**src/hw/pwr_mode_pkg.sv**
```systemverilog
// package for the power-mode and wake-up supervisor: register map, fields, timing.
// assumes a 250 MHz system clock and an AXI4-Lite master for firmware access.
// How it works
// - four modes: hard power-down, standby, suspend, active; active fully configurable.
// - standby runs from slow oscillator, main regulator low-power, wake sources powered.
// - pad regulator standby mode selectable active/low-power/off, default low-power.
// - standby only on firmware request, contact interface deactivated first.
// - standby refused on host traffic, pending wake, field detector off while field wake enabled, no pad supply.
// - suspend stops every clock source except the slow oscillator.
// - interrupt to firmware after more than 3 ms without USB activity.
// - suspend refused on same four conditions; contact interface deactivated first.
// - wake-enabled GPIO wakes only on a rising edge.
// - host wake only from interface selected before entry; USB only for suspend.
// - every wake source has its own enable bit.
// - hard power-down stops all clocks and regulators except main in low-power.
// - enter hard power-down on low pin, or supply below 2.3 V with auto option.
// - leave hard power-down only when pin high and supply above 2.3 V.
// - brown-out flag on selected supply level, readable, optionally interrupting.
// - either main-supply level selectable to force hard power-down.
// - card-supply monitor flags below selected level, optional contact deactivation.
// - temperature trip level 135/130/125/120 C selectable, resets to 120; the field is only stored and read back, it drives no output.
// - temperature trip raises interrupt and records which sensor tripped.
// - after thermal standby, wake only when both sensors are below limit.
package pwr_mode_pkg;
  localparam int unsigned AW = 8;
  localparam logic [AW-1:0] OFS_CTRL   = 8'h00;
  localparam logic [AW-1:0] OFS_WAKEEN = 8'h04;
  localparam logic [AW-1:0] OFS_THR    = 8'h08;
  localparam logic [AW-1:0] OFS_STAT   = 8'h0c;
  localparam logic [AW-1:0] OFS_IRQ    = 8'h10;
  localparam logic [AW-1:0] OFS_IRQEN  = 8'h14;
  // ctrl fields
  localparam int unsigned C_STBY_REQ = 0;
  localparam int unsigned C_SUSP_REQ = 1;
  localparam int unsigned C_PAD_LO   = 2;
  localparam int unsigned C_AUTO_HPD = 4;
  localparam int unsigned C_CT_AUTO  = 5;
  localparam int unsigned C_HOST_LO  = 6;
  // wake enable bits
  localparam int unsigned NWAKE   = 8;
  localparam int unsigned W_HOST  = 0;
  localparam int unsigned W_FIELD = 1;
  localparam int unsigned W_GPIO  = 2;
  localparam int unsigned W_CARD  = 3;
  localparam int unsigned W_AUX   = 4;
  localparam int unsigned W_CNT   = 5;
  localparam int unsigned W_OVER  = 6;
  localparam int unsigned W_TEMP  = 7;
  // threshold fields
  localparam int unsigned T_BOD_LO  = 0;
  localparam int unsigned T_HPD_LO  = 1;
  localparam int unsigned T_CARD_LO = 2;
  localparam int unsigned T_TEMP_LO = 4;
  localparam logic [1:0] PAD_ACTIVE = 2'h0;
  localparam logic [1:0] PAD_LOWPWR = 2'h1;
  localparam logic [1:0] PAD_OFF    = 2'h2;
  localparam logic [1:0] TEMP_120   = 2'h3;
  localparam logic [1:0] HOST_USB   = 2'h3;
  // irq bits
  localparam int unsigned I_USB  = 0;
  localparam int unsigned I_BOD  = 1;
  localparam int unsigned I_CARD = 2;
  localparam int unsigned I_T0   = 3;
  localparam int unsigned I_T1   = 4;
  localparam int unsigned NIRQ   = 5;
  localparam logic [1:0] RESP_OK  = 2'h0;
  localparam logic [1:0] RESP_ERR = 2'h2;
  localparam int unsigned CLK_MHZ    = 250;
  localparam int unsigned USB_IDLE_US = 3000;
  localparam int unsigned USB_IDLE_CYC = USB_IDLE_US * CLK_MHZ;
  typedef enum logic [2:0] {M_ACTIVE, M_DEACT, M_STANDBY, M_SUSPEND, M_HPD} mode_t;
endpackage

```
**src/hw/pwr_mode_sup.sv**
```systemverilog
// power-mode and wake-up supervisor with AXI4-Lite register slave.
// assumes analog monitor and pin inputs are asynchronous; they are synchronised here.
`timescale 1ns/1ps
module pwr_mode_sup #(
  parameter int unsigned USB_IDLE = pwr_mode_pkg::USB_IDLE_CYC
) (
  input  wire logic                      SYS_CLK,
  input  wire logic                      RST_N,
  input  wire logic [pwr_mode_pkg::AW-1:0] S_AXI_AWADDR,
  input  wire logic                      S_AXI_AWVALID,
  output logic                           S_AXI_AWREADY,
  input  wire logic [31:0]               S_AXI_WDATA,
  input  wire logic [3:0]                S_AXI_WSTRB,
  input  wire logic                      S_AXI_WVALID,
  output logic                           S_AXI_WREADY,
  output logic [1:0]                     S_AXI_BRESP,
  output logic                           S_AXI_BVALID,
  input  wire logic                      S_AXI_BREADY,
  input  wire logic [pwr_mode_pkg::AW-1:0] S_AXI_ARADDR,
  input  wire logic                      S_AXI_ARVALID,
  output logic                           S_AXI_ARREADY,
  output logic [31:0]                    S_AXI_RDATA,
  output logic [1:0]                     S_AXI_RRESP,
  output logic                           S_AXI_RVALID,
  input  wire logic                      S_AXI_RREADY,
  input  wire logic                      HPD_PIN,
  input  wire logic                      MAIN_ABOVE_2V3,
  input  wire logic                      MAIN_ABOVE_2V7,
  input  wire logic                      MON_B_ABOVE_4V0,
  input  wire logic [2:0]                CARD_ABOVE,
  input  wire logic [1:0]                TEMP_HOT,
  input  wire logic                      HOST_BUSY,
  input  wire logic [3:0]                HOST_WAKE,
  input  wire logic                      USB_ACTIVITY,
  input  wire logic                      FIELD_DET_ON,
  input  wire logic                      FIELD_PRESENT,
  input  wire logic                      GPIO_WAKE,
  input  wire logic                      CARD_EVENT,
  input  wire logic                      AUX_IRQ,
  input  wire logic                      WAKE_COUNTER,
  input  wire logic                      OVERLOAD,
  input  wire logic                      PAD_SUPPLY_OK,
  input  wire logic                      CT_DEACT_DONE,
  output logic                           CT_DEACT_REQ,
  output logic [2:0]                     MODE,
  output logic                           FAST_CLKS_ON,
  output logic                           SLOW_OSC_ON,
  output logic                           MAIN_REG_LOWPWR,
  output logic [1:0]                     PAD_REG_MODE,
  output logic                           OTHER_REGS_ON,
  output logic                           CPU_IRQ
);
  import pwr_mode_pkg::*;

  // twenty pin and monitor lines pass the two-flop synchroniser
  localparam int unsigned NSYNC = 20;
  // reset to the idle pin levels so release raises no false hpd, flag or request
  localparam logic [NSYNC-1:0] SYNC_IDLE = 20'hfe302;
  // highest card monitor level; a larger select code falls back to it
  localparam logic [1:0] CARD_TOP = 2'h2;
  localparam int unsigned CW = $clog2(USB_IDLE + 2);

  typedef struct packed {
    logic [NSYNC-1:0] s1;
    logic [NSYNC-1:0] s2;
    logic             gpio_d;
    mode_t            mode;
    logic             to_susp;
    logic             thermal;
    logic [7:0]       ctrl;
    logic [NWAKE-1:0] wake_en;
    logic [5:0]       thr;
    logic [NIRQ-1:0]  irq;
    logic [NIRQ-1:0]  irq_en;
    logic [CW-1:0]    idle_cnt;
    logic             idle_fired;
    logic             aw_got;
    logic             w_got;
    logic [AW-1:0]    awaddr;
    logic [31:0]      wdata;
    logic             bvalid;
    logic [1:0]       bresp;
    logic             rvalid;
    logic [31:0]      rdata;
    logic [1:0]       rresp;
  } state_t;

  state_t r, n;

  // unpack synchronised inputs
  logic       hpd_pin, v23, v27, v40, host_busy, usb_act, fdet_on, field, gpio, card_ev;
  logic       aux, wcnt, ovl, pad_ok, deact_done;
  logic [2:0] card_ab;
  logic [1:0] hot;
  logic [3:0] hwake;
  always_comb begin
    {hpd_pin, v23, v27, v40, card_ab, hot, host_busy, usb_act, fdet_on, field, gpio,
     card_ev, aux, wcnt, ovl, pad_ok, deact_done} = r.s2;
  end
  // host wake lines come from same-clock interface logic
  assign hwake = HOST_WAKE;

  logic [NWAKE-1:0] wake_raw, wake_hit;
  logic             hpd_cond, hpd_exit, blocked, gpio_rise, host_w, brownout_detector, card_low, temp_ok;
  logic             wr_fire, rd_fire;
  logic [31:0]      rd_val;
  logic [1:0]       hsel;

  always_comb begin
    n = r;
    n.s1 = {HPD_PIN, MAIN_ABOVE_2V3, MAIN_ABOVE_2V7, MON_B_ABOVE_4V0, CARD_ABOVE, TEMP_HOT,
            HOST_BUSY, USB_ACTIVITY, FIELD_DET_ON, FIELD_PRESENT, GPIO_WAKE, CARD_EVENT,
            AUX_IRQ, WAKE_COUNTER, OVERLOAD, PAD_SUPPLY_OK, CT_DEACT_DONE};
    n.s2 = r.s1;
    n.gpio_d = gpio;
    hsel = r.ctrl[C_HOST_LO +: 2];
    gpio_rise = gpio & ~r.gpio_d;
    host_w = (r.mode == M_SUSPEND) ? (hsel == HOST_USB) & hwake[hsel]
                                   : (hsel != HOST_USB) & hwake[hsel];
    temp_ok = r.thermal & ~hot[0] & ~hot[1];
    wake_raw = '0;
    wake_raw[W_HOST]  = host_w;
    wake_raw[W_FIELD] = field;
    wake_raw[W_GPIO]  = gpio_rise;
    wake_raw[W_CARD]  = card_ev;
    wake_raw[W_AUX]   = aux;
    wake_raw[W_CNT]   = wcnt;
    wake_raw[W_OVER]  = ovl;
    wake_raw[W_TEMP]  = temp_ok;
    wake_hit = wake_raw & r.wake_en;
    brownout_detector = r.thr[T_BOD_LO] ? ~v27 : ~v23;
    hpd_cond = ~hpd_pin | (r.ctrl[C_AUTO_HPD] & (r.thr[T_HPD_LO] ? ~v27 : ~v23));
    hpd_exit = hpd_pin & v23;
    blocked = host_busy | (|wake_hit) | (r.wake_en[W_FIELD] & ~fdet_on) | ~pad_ok;
    card_low = ~card_ab[(r.thr[T_CARD_LO +: 2] > CARD_TOP) ? CARD_TOP : r.thr[T_CARD_LO +: 2]];

    if (usb_act) begin
      n.idle_cnt = '0;
      n.idle_fired = 1'b0;
    end else if (r.idle_cnt <= CW'(USB_IDLE)) begin
      n.idle_cnt = r.idle_cnt + 1'b1;
    end

    // request bits self-clear once acted upon
    case (r.mode)
      M_ACTIVE: begin
        if (r.ctrl[C_STBY_REQ] | r.ctrl[C_SUSP_REQ]) begin
          n.ctrl[C_STBY_REQ] = 1'b0;
          n.ctrl[C_SUSP_REQ] = 1'b0;
          if (!blocked) begin
            n.to_susp = ~r.ctrl[C_STBY_REQ];
            n.mode = M_DEACT;
          end
        end
      end
      M_DEACT: if (deact_done) begin
        n.mode = r.to_susp ? M_SUSPEND : M_STANDBY;
      end
      M_STANDBY, M_SUSPEND: if (|wake_hit) begin
        n.mode = M_ACTIVE;
        n.thermal = 1'b0;
      end
      M_HPD: if (hpd_exit) begin
        n.mode = M_ACTIVE;
      end
      default: n.mode = M_ACTIVE;
    endcase
    if (hpd_cond) begin
      n.mode = M_HPD;
    end

    // bus slave
    if (S_AXI_AWVALID & ~r.aw_got) begin
      n.aw_got = 1'b1;
      n.awaddr = S_AXI_AWADDR;
    end
    if (S_AXI_WVALID & ~r.w_got) begin
      n.w_got = 1'b1;
      n.wdata = S_AXI_WDATA;
    end
    wr_fire = r.aw_got & r.w_got & ~r.bvalid;
    if (wr_fire) begin
      n.aw_got = 1'b0;
      n.w_got = 1'b0;
      n.bvalid = 1'b1;
      n.bresp = RESP_OK;
      case (r.awaddr)
        OFS_CTRL: if (S_AXI_WSTRB[0]) begin
          n.ctrl = r.wdata[7:0];
        end
        OFS_WAKEEN: if (S_AXI_WSTRB[0]) begin
          n.wake_en = r.wdata[NWAKE-1:0];
        end
        OFS_THR: if (S_AXI_WSTRB[0]) begin
          n.thr = r.wdata[5:0];
        end
        OFS_IRQ: if (S_AXI_WSTRB[0]) begin
          n.irq = r.irq & ~r.wdata[NIRQ-1:0];
        end
        OFS_IRQEN: if (S_AXI_WSTRB[0]) begin
          n.irq_en = r.wdata[NIRQ-1:0];
        end
        OFS_STAT: ;
        default: n.bresp = RESP_ERR;
      endcase
    end
    if (r.bvalid & S_AXI_BREADY) begin
      n.bvalid = 1'b0;
    end

    // events set after clears, so set wins
    // idle event
    if (!usb_act && r.idle_cnt > CW'(USB_IDLE) && !r.idle_fired) begin
      n.irq[I_USB] = 1'b1;
      n.idle_fired = 1'b1;
    end
    if (brownout_detector) begin
      n.irq[I_BOD] = 1'b1;
    end
    if (card_low) begin
      n.irq[I_CARD] = 1'b1;
    end
    if (hot[0]) begin
      n.irq[I_T0] = 1'b1;
    end
    if (hot[1]) begin
      n.irq[I_T1] = 1'b1;
    end
    if (|hot && r.mode == M_ACTIVE) begin
      n.thermal = 1'b1;
    end

    rd_fire = S_AXI_ARVALID & ~r.rvalid;
    rd_val = '0;
    case (S_AXI_ARADDR)
      OFS_CTRL:   rd_val[7:0] = r.ctrl;
      OFS_WAKEEN: rd_val[NWAKE-1:0] = r.wake_en;
      OFS_THR:    rd_val[5:0] = r.thr;
      OFS_STAT:   rd_val[11:0] = {v40, card_low, brownout_detector, ~v27, ~v23, hot, r.thermal,
                                  1'b0, r.mode};
      OFS_IRQ:    rd_val[NIRQ-1:0] = r.irq;
      OFS_IRQEN:  rd_val[NIRQ-1:0] = r.irq_en;
      default:    rd_val = '0;
    endcase
    if (rd_fire) begin
      n.rvalid = 1'b1;
      n.rdata = rd_val;
      n.rresp = (S_AXI_ARADDR > OFS_IRQEN || S_AXI_ARADDR[1:0] != 2'h0) ? RESP_ERR : RESP_OK;
    end else if (r.rvalid & S_AXI_RREADY) begin
      n.rvalid = 1'b0;
    end
  end

  always_ff @(posedge SYS_CLK or negedge RST_N) begin
    if (!RST_N) begin
      r <= '0;
      r.s1 <= SYNC_IDLE;
      r.s2 <= SYNC_IDLE;
      r.mode <= M_ACTIVE;
      r.ctrl[C_PAD_LO +: 2] <= PAD_LOWPWR;
      r.thr[T_TEMP_LO +: 2] <= TEMP_120;
    end else begin
      r <= n;
    end
  end

  assign S_AXI_AWREADY = ~r.aw_got;
  assign S_AXI_WREADY  = ~r.w_got;
  assign S_AXI_BVALID  = r.bvalid;
  assign S_AXI_BRESP   = r.bresp;
  assign S_AXI_ARREADY = ~r.rvalid;
  assign S_AXI_RVALID  = r.rvalid;
  assign S_AXI_RDATA   = r.rdata;
  assign S_AXI_RRESP   = r.rresp;
  assign MODE          = r.mode;
  assign FAST_CLKS_ON    = (r.mode == M_ACTIVE) | (r.mode == M_DEACT);
  assign SLOW_OSC_ON     = (r.mode != M_HPD);
  assign MAIN_REG_LOWPWR = (r.mode == M_STANDBY) | (r.mode == M_SUSPEND) | (r.mode == M_HPD);
  assign OTHER_REGS_ON   = (r.mode != M_HPD);
  assign PAD_REG_MODE = (r.mode == M_HPD) ? PAD_OFF :
                        (r.mode == M_STANDBY || r.mode == M_SUSPEND) ? r.ctrl[C_PAD_LO +: 2]
                        : PAD_ACTIVE;
  assign CT_DEACT_REQ = (r.mode == M_DEACT) | (r.ctrl[C_CT_AUTO] & card_low);
  assign CPU_IRQ      = |(r.irq & r.irq_en);
endmodule

```
**config.mk**
```make
export PLATFORM = sky130hd
export DESIGN_NAME = pwr_mode_sup
export DESIGN_NICKNAME = d
export VERILOG_FILES = /design/src/hw/pwr_mode_pkg.sv /design/src/hw/pwr_mode_sup.sv
export SDC_FILE = /design/constraint.sdc
export NUM_CORES = 1
export LEC_CHECK = 0
export BUFFER_PORTS_ARGS = -buffer_cell sky130_fd_sc_hd__buf_2
export CORE_UTILIZATION = 51
export DETAILED_ROUTE_END_ITERATION = 7
export PLACE_DENSITY = 0.76
export SLEW_MARGIN = 20
export SYNTH_ARGS = -nofsm -noshare
export SYNTH_HDL_FRONTEND = slang
export SYNTH_SLANG_ARGS = --single-unit
```
**constraint.sdc**
```tcl
create_clock -name SYS_CLK -period 4.38 [get_ports SYS_CLK]
set_input_delay 0.657 -clock SYS_CLK [delete_from_list [all_inputs] [get_ports SYS_CLK]]
set_output_delay 0.657 -clock SYS_CLK [all_outputs]
set_load 0.1 [all_outputs]
```
# After elaboration in Yosys (flattened, before gate mapping)

Index checks and enable logic that the tools add are counted.
Widths: inputs -> output; s select.

Logic and storage cells: 207
Output and inout bits: 52
Flip-flop bits (word level): 135
Input port bits: 83

$add $sub $neg: 1
Bitwise gates (word level): 44
Eq/ne operators: 25
Order comparisons: 6
Reductions and logical operators: 48
Mux-type cells: 56

Operator list:

| kind                  | number |
|---|---|
| $reduce_bool 2->1     | 21 |
| $mux 20               | 2 |
| $eq 8x4->1 const B    | 4 |
| $eq 8x5->1 const B    | 4 |
| $pmux 5 s6            | 1 |
| $reduce_and 3->1      | 10 |
| $mux 26               | 1 |
| $mux 1                | 21 |
| $add 20x1->20 const B | 1 |
| $gt 20x20->1 const B  | 1 |
| $le 20x20->1 const B  | 1 |
| $mux 2                | 10 |
| $mux 5                | 4 |
| $ne 3x3->1 const B    | 6 |
| $and 1x1->1           | 16 |
| $eq 8x3->1 const B    | 2 |
| $logic_not 8->1       | 2 |
| $mux 8                | 2 |
| $mux 3                | 5 |
| $not 1->1             | 15 |
| $mux 4                | 3 |
| $mux 6                | 2 |
| $pmux 3 s4            | 1 |
| $and 5x5->5           | 2 |
| other kinds (25)      | 43 |

# Logic depth before layout (Yosys ltp)

Depth after elaboration: 13
Mapped depth: 9
Mapped depth without buffers: 8

# Worst setup path after synthesis

No wires, ideal clock.

Path kind: reg2out
From: reg r (netlist bit MODE[1])
To: out CT_DEACT_REQ
Path buffers: 1
Data required time: 3.723 ns
Stages on the path, launching flop included: 4
Slack: 0.941 ns
Arrival time: 2.782 ns
Cell sequence: dfrtp_1 > buf_2 > nor2_1 > a22o_1

Longest elaborated chain between the ends: 2

RTL lines:

| item                   | RTL line            | RTL |
|---|---|---|
| from (decl)            | pwr_mode_sup.sv:88  | `state_t r, n;` |
| from (signal assigned) | pwr_mode_sup.sv:263 | `r <= n;` |
| $eq 3x1->1             | pwr_mode_sup.sv:283 | `assign CT_DEACT_REQ = (r.mode == M_DEACT) \| (r.ctrl[C_CT_AUTO] & card_low);` |
| $or 1x1->1             | pwr_mode_sup.sv:283 |  |
| to (decl)              | pwr_mode_sup.sv:44  | `output logic CT_DEACT_REQ,` |

Every way passes these cells.

# Worst setup path in the final report

From: reg r[113] (netlist name)
To: out CT_DEACT_REQ

Longest elaborated chain between the ends: 7

RTL lines:

| item            | RTL line            | RTL |
|---|---|---|
| $gt 2x2->1      | pwr_mode_sup.sv:135 | `card_low = ~card_ab[(r.thr[T_CARD_LO +: 2] > CARD_TOP) ? CARD_TOP : r.thr[T_CARD_LO +: 2]];` |
| $mux 2 (*)      | pwr_mode_sup.sv:135 |  |
| $bmux 1 s2 (*)  | pwr_mode_sup.sv:135 |  |
| $mux 1 (*)      | pwr_mode_sup.sv:135 |  |
| $not 1->1 (*)   | pwr_mode_sup.sv:135 |  |
| $and 1x1->1 (*) | pwr_mode_sup.sv:283 |  |
| $or 1x1->1 (*)  | pwr_mode_sup.sv:283 |  |

Every way passes the cells marked *; elsewhere a longest branch is shown, timed or not. The select of a mux whose other input is x is not followed.

==> impl.org <==
** Route
- Iteration-0 DRC Markers :: 275
- Residual DRC :: 0
- Dividing the detail-routed wire length by the instance count gives 16.5 microns.
- The detail route stage leaves a number of antenna-violating nets equal to 0.
- Total detailed-routing wirelength :: 12,400 microns
- Using the TritonRoute via totals, the vias-per-cell ratio works out to 5.47.
- For this run, the detailed router's first-pass iteration total came to 5.
- The detailed router placed 4,114 vias in this run.

** Floorplanning
- Full die area :: 12,300 sq um
- Die width :: 111 microns
- Die outline height :: 111 microns
- The initialized floorplan defines 39 standard-cell rows.
- For this design the top-level I/O count stands at 135.
- For this configuration, the core starts out at a cell density of 0.526.
- The core region is 11,500 sq um.

** STA
- Transition time at the pin with the least slew margin :: 0.753 ns
- The routed design could run at a clock period as short as 2.63 ns.
- Slew headroom :: 0.498
- The hold violation total from the final report came to 0.
- Setup repair after global routing missed its margin :: no
- The max-slew violation count was 0.
- Setup violations remaining at the end of the flow were counted as 0.
- Maximum frequency from static timing analysis :: 381 MHz
- Worst slack on hold paths :: 0.324 ns
- Final Skew :: 0.00540 ns
- In the final timing run, aggregate negative setup slack is 0 ns.
- Of the available clock period, the critical path in the final layout requires 0.600.

** Setup path
- Buf+Inv Stages, Crit Path :: 1
- The slowest stage of the critical path is the buf_2 cell.
- Counting cells, the worst reg-to-reg path comes to 8.
- Worst R2R End :: r[97]
- The largest single stage delay on the critical path is 0.42 ns.
- CP Capture Type :: primary output
- Startpoint of the most critical register-to-register path :: r[81]
- For the worst setup path, the data arrival time is 1.97 ns.
- Register-to-register setup slack :: 2.12 ns
- Walking the worst path, the cells encountered are mux2i_1 -> nor2_1 -> a21oi_1 -> a22o_1 -> buf_2.
- CP Max Fanout :: 3
- Family with the most delay on the worst path :: compound AO/OA/AOI/OAI gates
- The setup path with the least slack is of type flip-flop to primary output.
- Required time reported for the critical path endpoint :: 3.72 ns
- Crit path launch type :: flip-flop

** Clock tree
- Post-CTS timing repair inserted 0 buffers for setup.
- Clk sink count :: 133
- Clk Tree Root Cell :: clkbuf_16
- After clock tree synthesis, the repair step resized 0 gates.
- TritonCTS built the clock tree.
- CTS built an H-tree with a depth of 4.
- In this run, post-CTS hold repair placed 0 buffers.
- Buffers inserted during clock tree synthesis total 17.
- CTS clk-pin slew, worst paths :: 0.06 ns
- The clock reaches the later pin of the worst-skew pair after 0.41 ns.
- Counting along the longest clock path gives a buffer depth of 2.

** Placement
- At the end of routability-driven placement, the weighted congestion stood at 0.859.
- Number of input and output port buffers inserted :: 85
- Cell Area, Placed :: 6340 sq um
- Post-detailed-placement half-perimeter wirelength :: 8580 microns

** Yosys
- Synth cell count leaders :: 110 x dfrtp_1, 53 x nand2_1, 44 x nor2_1
- Avg Synthesized Cell Area :: 11.4 sq um
- Post-synth top area cell :: dfrtp_1
- The netlist uses 57 different library cells.
- Share of synthesized cell area in and, or, nand and nor gates :: 0.134
- After synthesis, the largest family of logic cells by area is simple AND/OR/NAND/NOR gates.
- In this run, synthesis produced a sequential element count of 133.
- Measured against the total synthesized area, the mux share comes to 0.109.
- For this run, the register share of the synthesized area comes to 0.557.
- Of the total synthesized cell area, the portion taken by full adders, half adders and majority gates is 0.00415.
- Yosys mapped a number of flops with a built-in enable equal to 0.
- Synthesis produced 528 cells.
- After synthesis the cells add up to 6030 sq um.
- Complex-gate fraction of the synthesized area :: 0.0979
- Top area cells in the synthesized netlist :: dfrtp_1 46%, dfstp_2 10%, mux2_2 8.0%
- Most used standard cell by instance count after synthesis :: dfrtp_1
- Most used flip-flop cell after synthesis :: dfrtp_1
- Counting flops with an async set or reset pin after synthesis yields a share of 1.00.
- Share of Yosys cell area claimed by the top area cell type :: 0.457
- Synth warnings :: 0
- Of the total synthesized cell area, the portion taken by XOR and XNOR cells is 0.0232.

** Global route
- Total overflow reported by the global router :: 0
- The first global-routing pass estimated 20,800 microns of wire.
- Pin count of the biggest net entering global routing :: 64
- Via count of the first global-routing pass :: 4,102
- Initial antenna violation count :: 1
- For this run, the total global-route usage over all layers was measured as 0.218.

** Pwr
- The design draws 3.82 mW.
- Peak supply drop :: 0.000442 V
- The analysis attributes to cell leakage a power of 3.20 nW.
- Power per Cell Area :: 547 nW/um^2

** Run
- Max-Cap Viols :: 0

** Run status
- Result of the run :: complete, no violations

** Finish
- In the final layout, the share of cells above drive strength 1 is 0.323.
- Compared with the post-synthesis result, the final layout area differs by 15.8%.
- The finished cells cover 6980 sq um.
- 0 antenna diodes ended up in the layout.
- For this run, the post-layout net count is 681.

** Hold path
- Worst hold path class :: input pin to async pin
## power breakdown
group | total (mW) | internal [mW] | switching (mW)
sequential | 1.56 | 1.40 | 0.161
combinational | 0.728 | 0.201 | 0.527
clock | 1.54 | 1.02 | 0.515
total | 3.82 | 2.62 | 1.20
## stage by stage
stage	utilization	instances	setup slack, ns
4_1_cts	0.609	752	1.72
3_5_place_dp	0.553	720	2.13
3_3_place_gp	0.553	720	2.14
6_report	0.609	752	1.75
2_1_floorplan	-	549	0.941
5_1_grt	0.609	752	1.67
## cells by family after synthesis
group	count (synthesis)
and+or+nand+nor	160
xor gates and xnor gates	16
adders and majority gates	2
muxes	59
buffers and inverters	73
AOI/OAI and AO/OA	84
other	1
DFF	133
## worst max-delay path by stage
stage	from	end	slack, ns	cells after the start
2_1_floorplan	MODE[1]	CT_DEACT_REQ	0.94	3
3_3_place_gp	r[81]	r[97]	2.14	8
3_5_place_dp	r[81]	r[97]	2.13	8
4_1_cts	r[113]	CT_DEACT_REQ	1.72	5
5_1_grt	r[113]	CT_DEACT_REQ	1.67	5
6_report	r[113]	CT_DEACT_REQ	1.75	5
## layout make-up
type	instances	area (sq um)
Clock inverter	13	205
Multi-Input combinational cell	343	2300
Fill cell	918	4480
Sequential cell	133	3360
Timing Repair Buffer	87	443
Clock buffer	19	443
Inverter	14	52.6
Tap cell	143	179
## layer usage
metal	routed length [microns]	vias up	global-route usage
met1	5120	2026	0.273
met3	718	22	0.0629
met2	6280	152	0.354
li1	-	1912	-
met4	296	2	0.0951
met5	10	-	0
## worst register-to-register path, stage by stage (launching register included)
cell and delay, ns:
dfrtp_1 0.44, inv_1 0.10, ha_1 0.14, nor4b_1 0.23, nand4_1 0.15, o21a_4 0.30, nand2_1 0.19, nor4b_2 0.23
mux2_2 0.36
## sequential cells by signal (all words and copies together), names as in the netlist, 2 cells and up
signal	cells
hsel	2
MODE	3
r	77
S_AXI_RDATA	12
hot	2
card_ab	3
n	20
## cells in the final DEF (no fill, tap or decap), types with 17 or more instances in the layout
master	n
a21oi_1	23
mux2_2	43
dfstp_2	23
o21ai_0	28
nor2_1	44
conb_1	22
buf_2	84
nand2_1	53
dfrtp_1	110
clkbuf_16	17
Power figures use the tool's default switching activity.
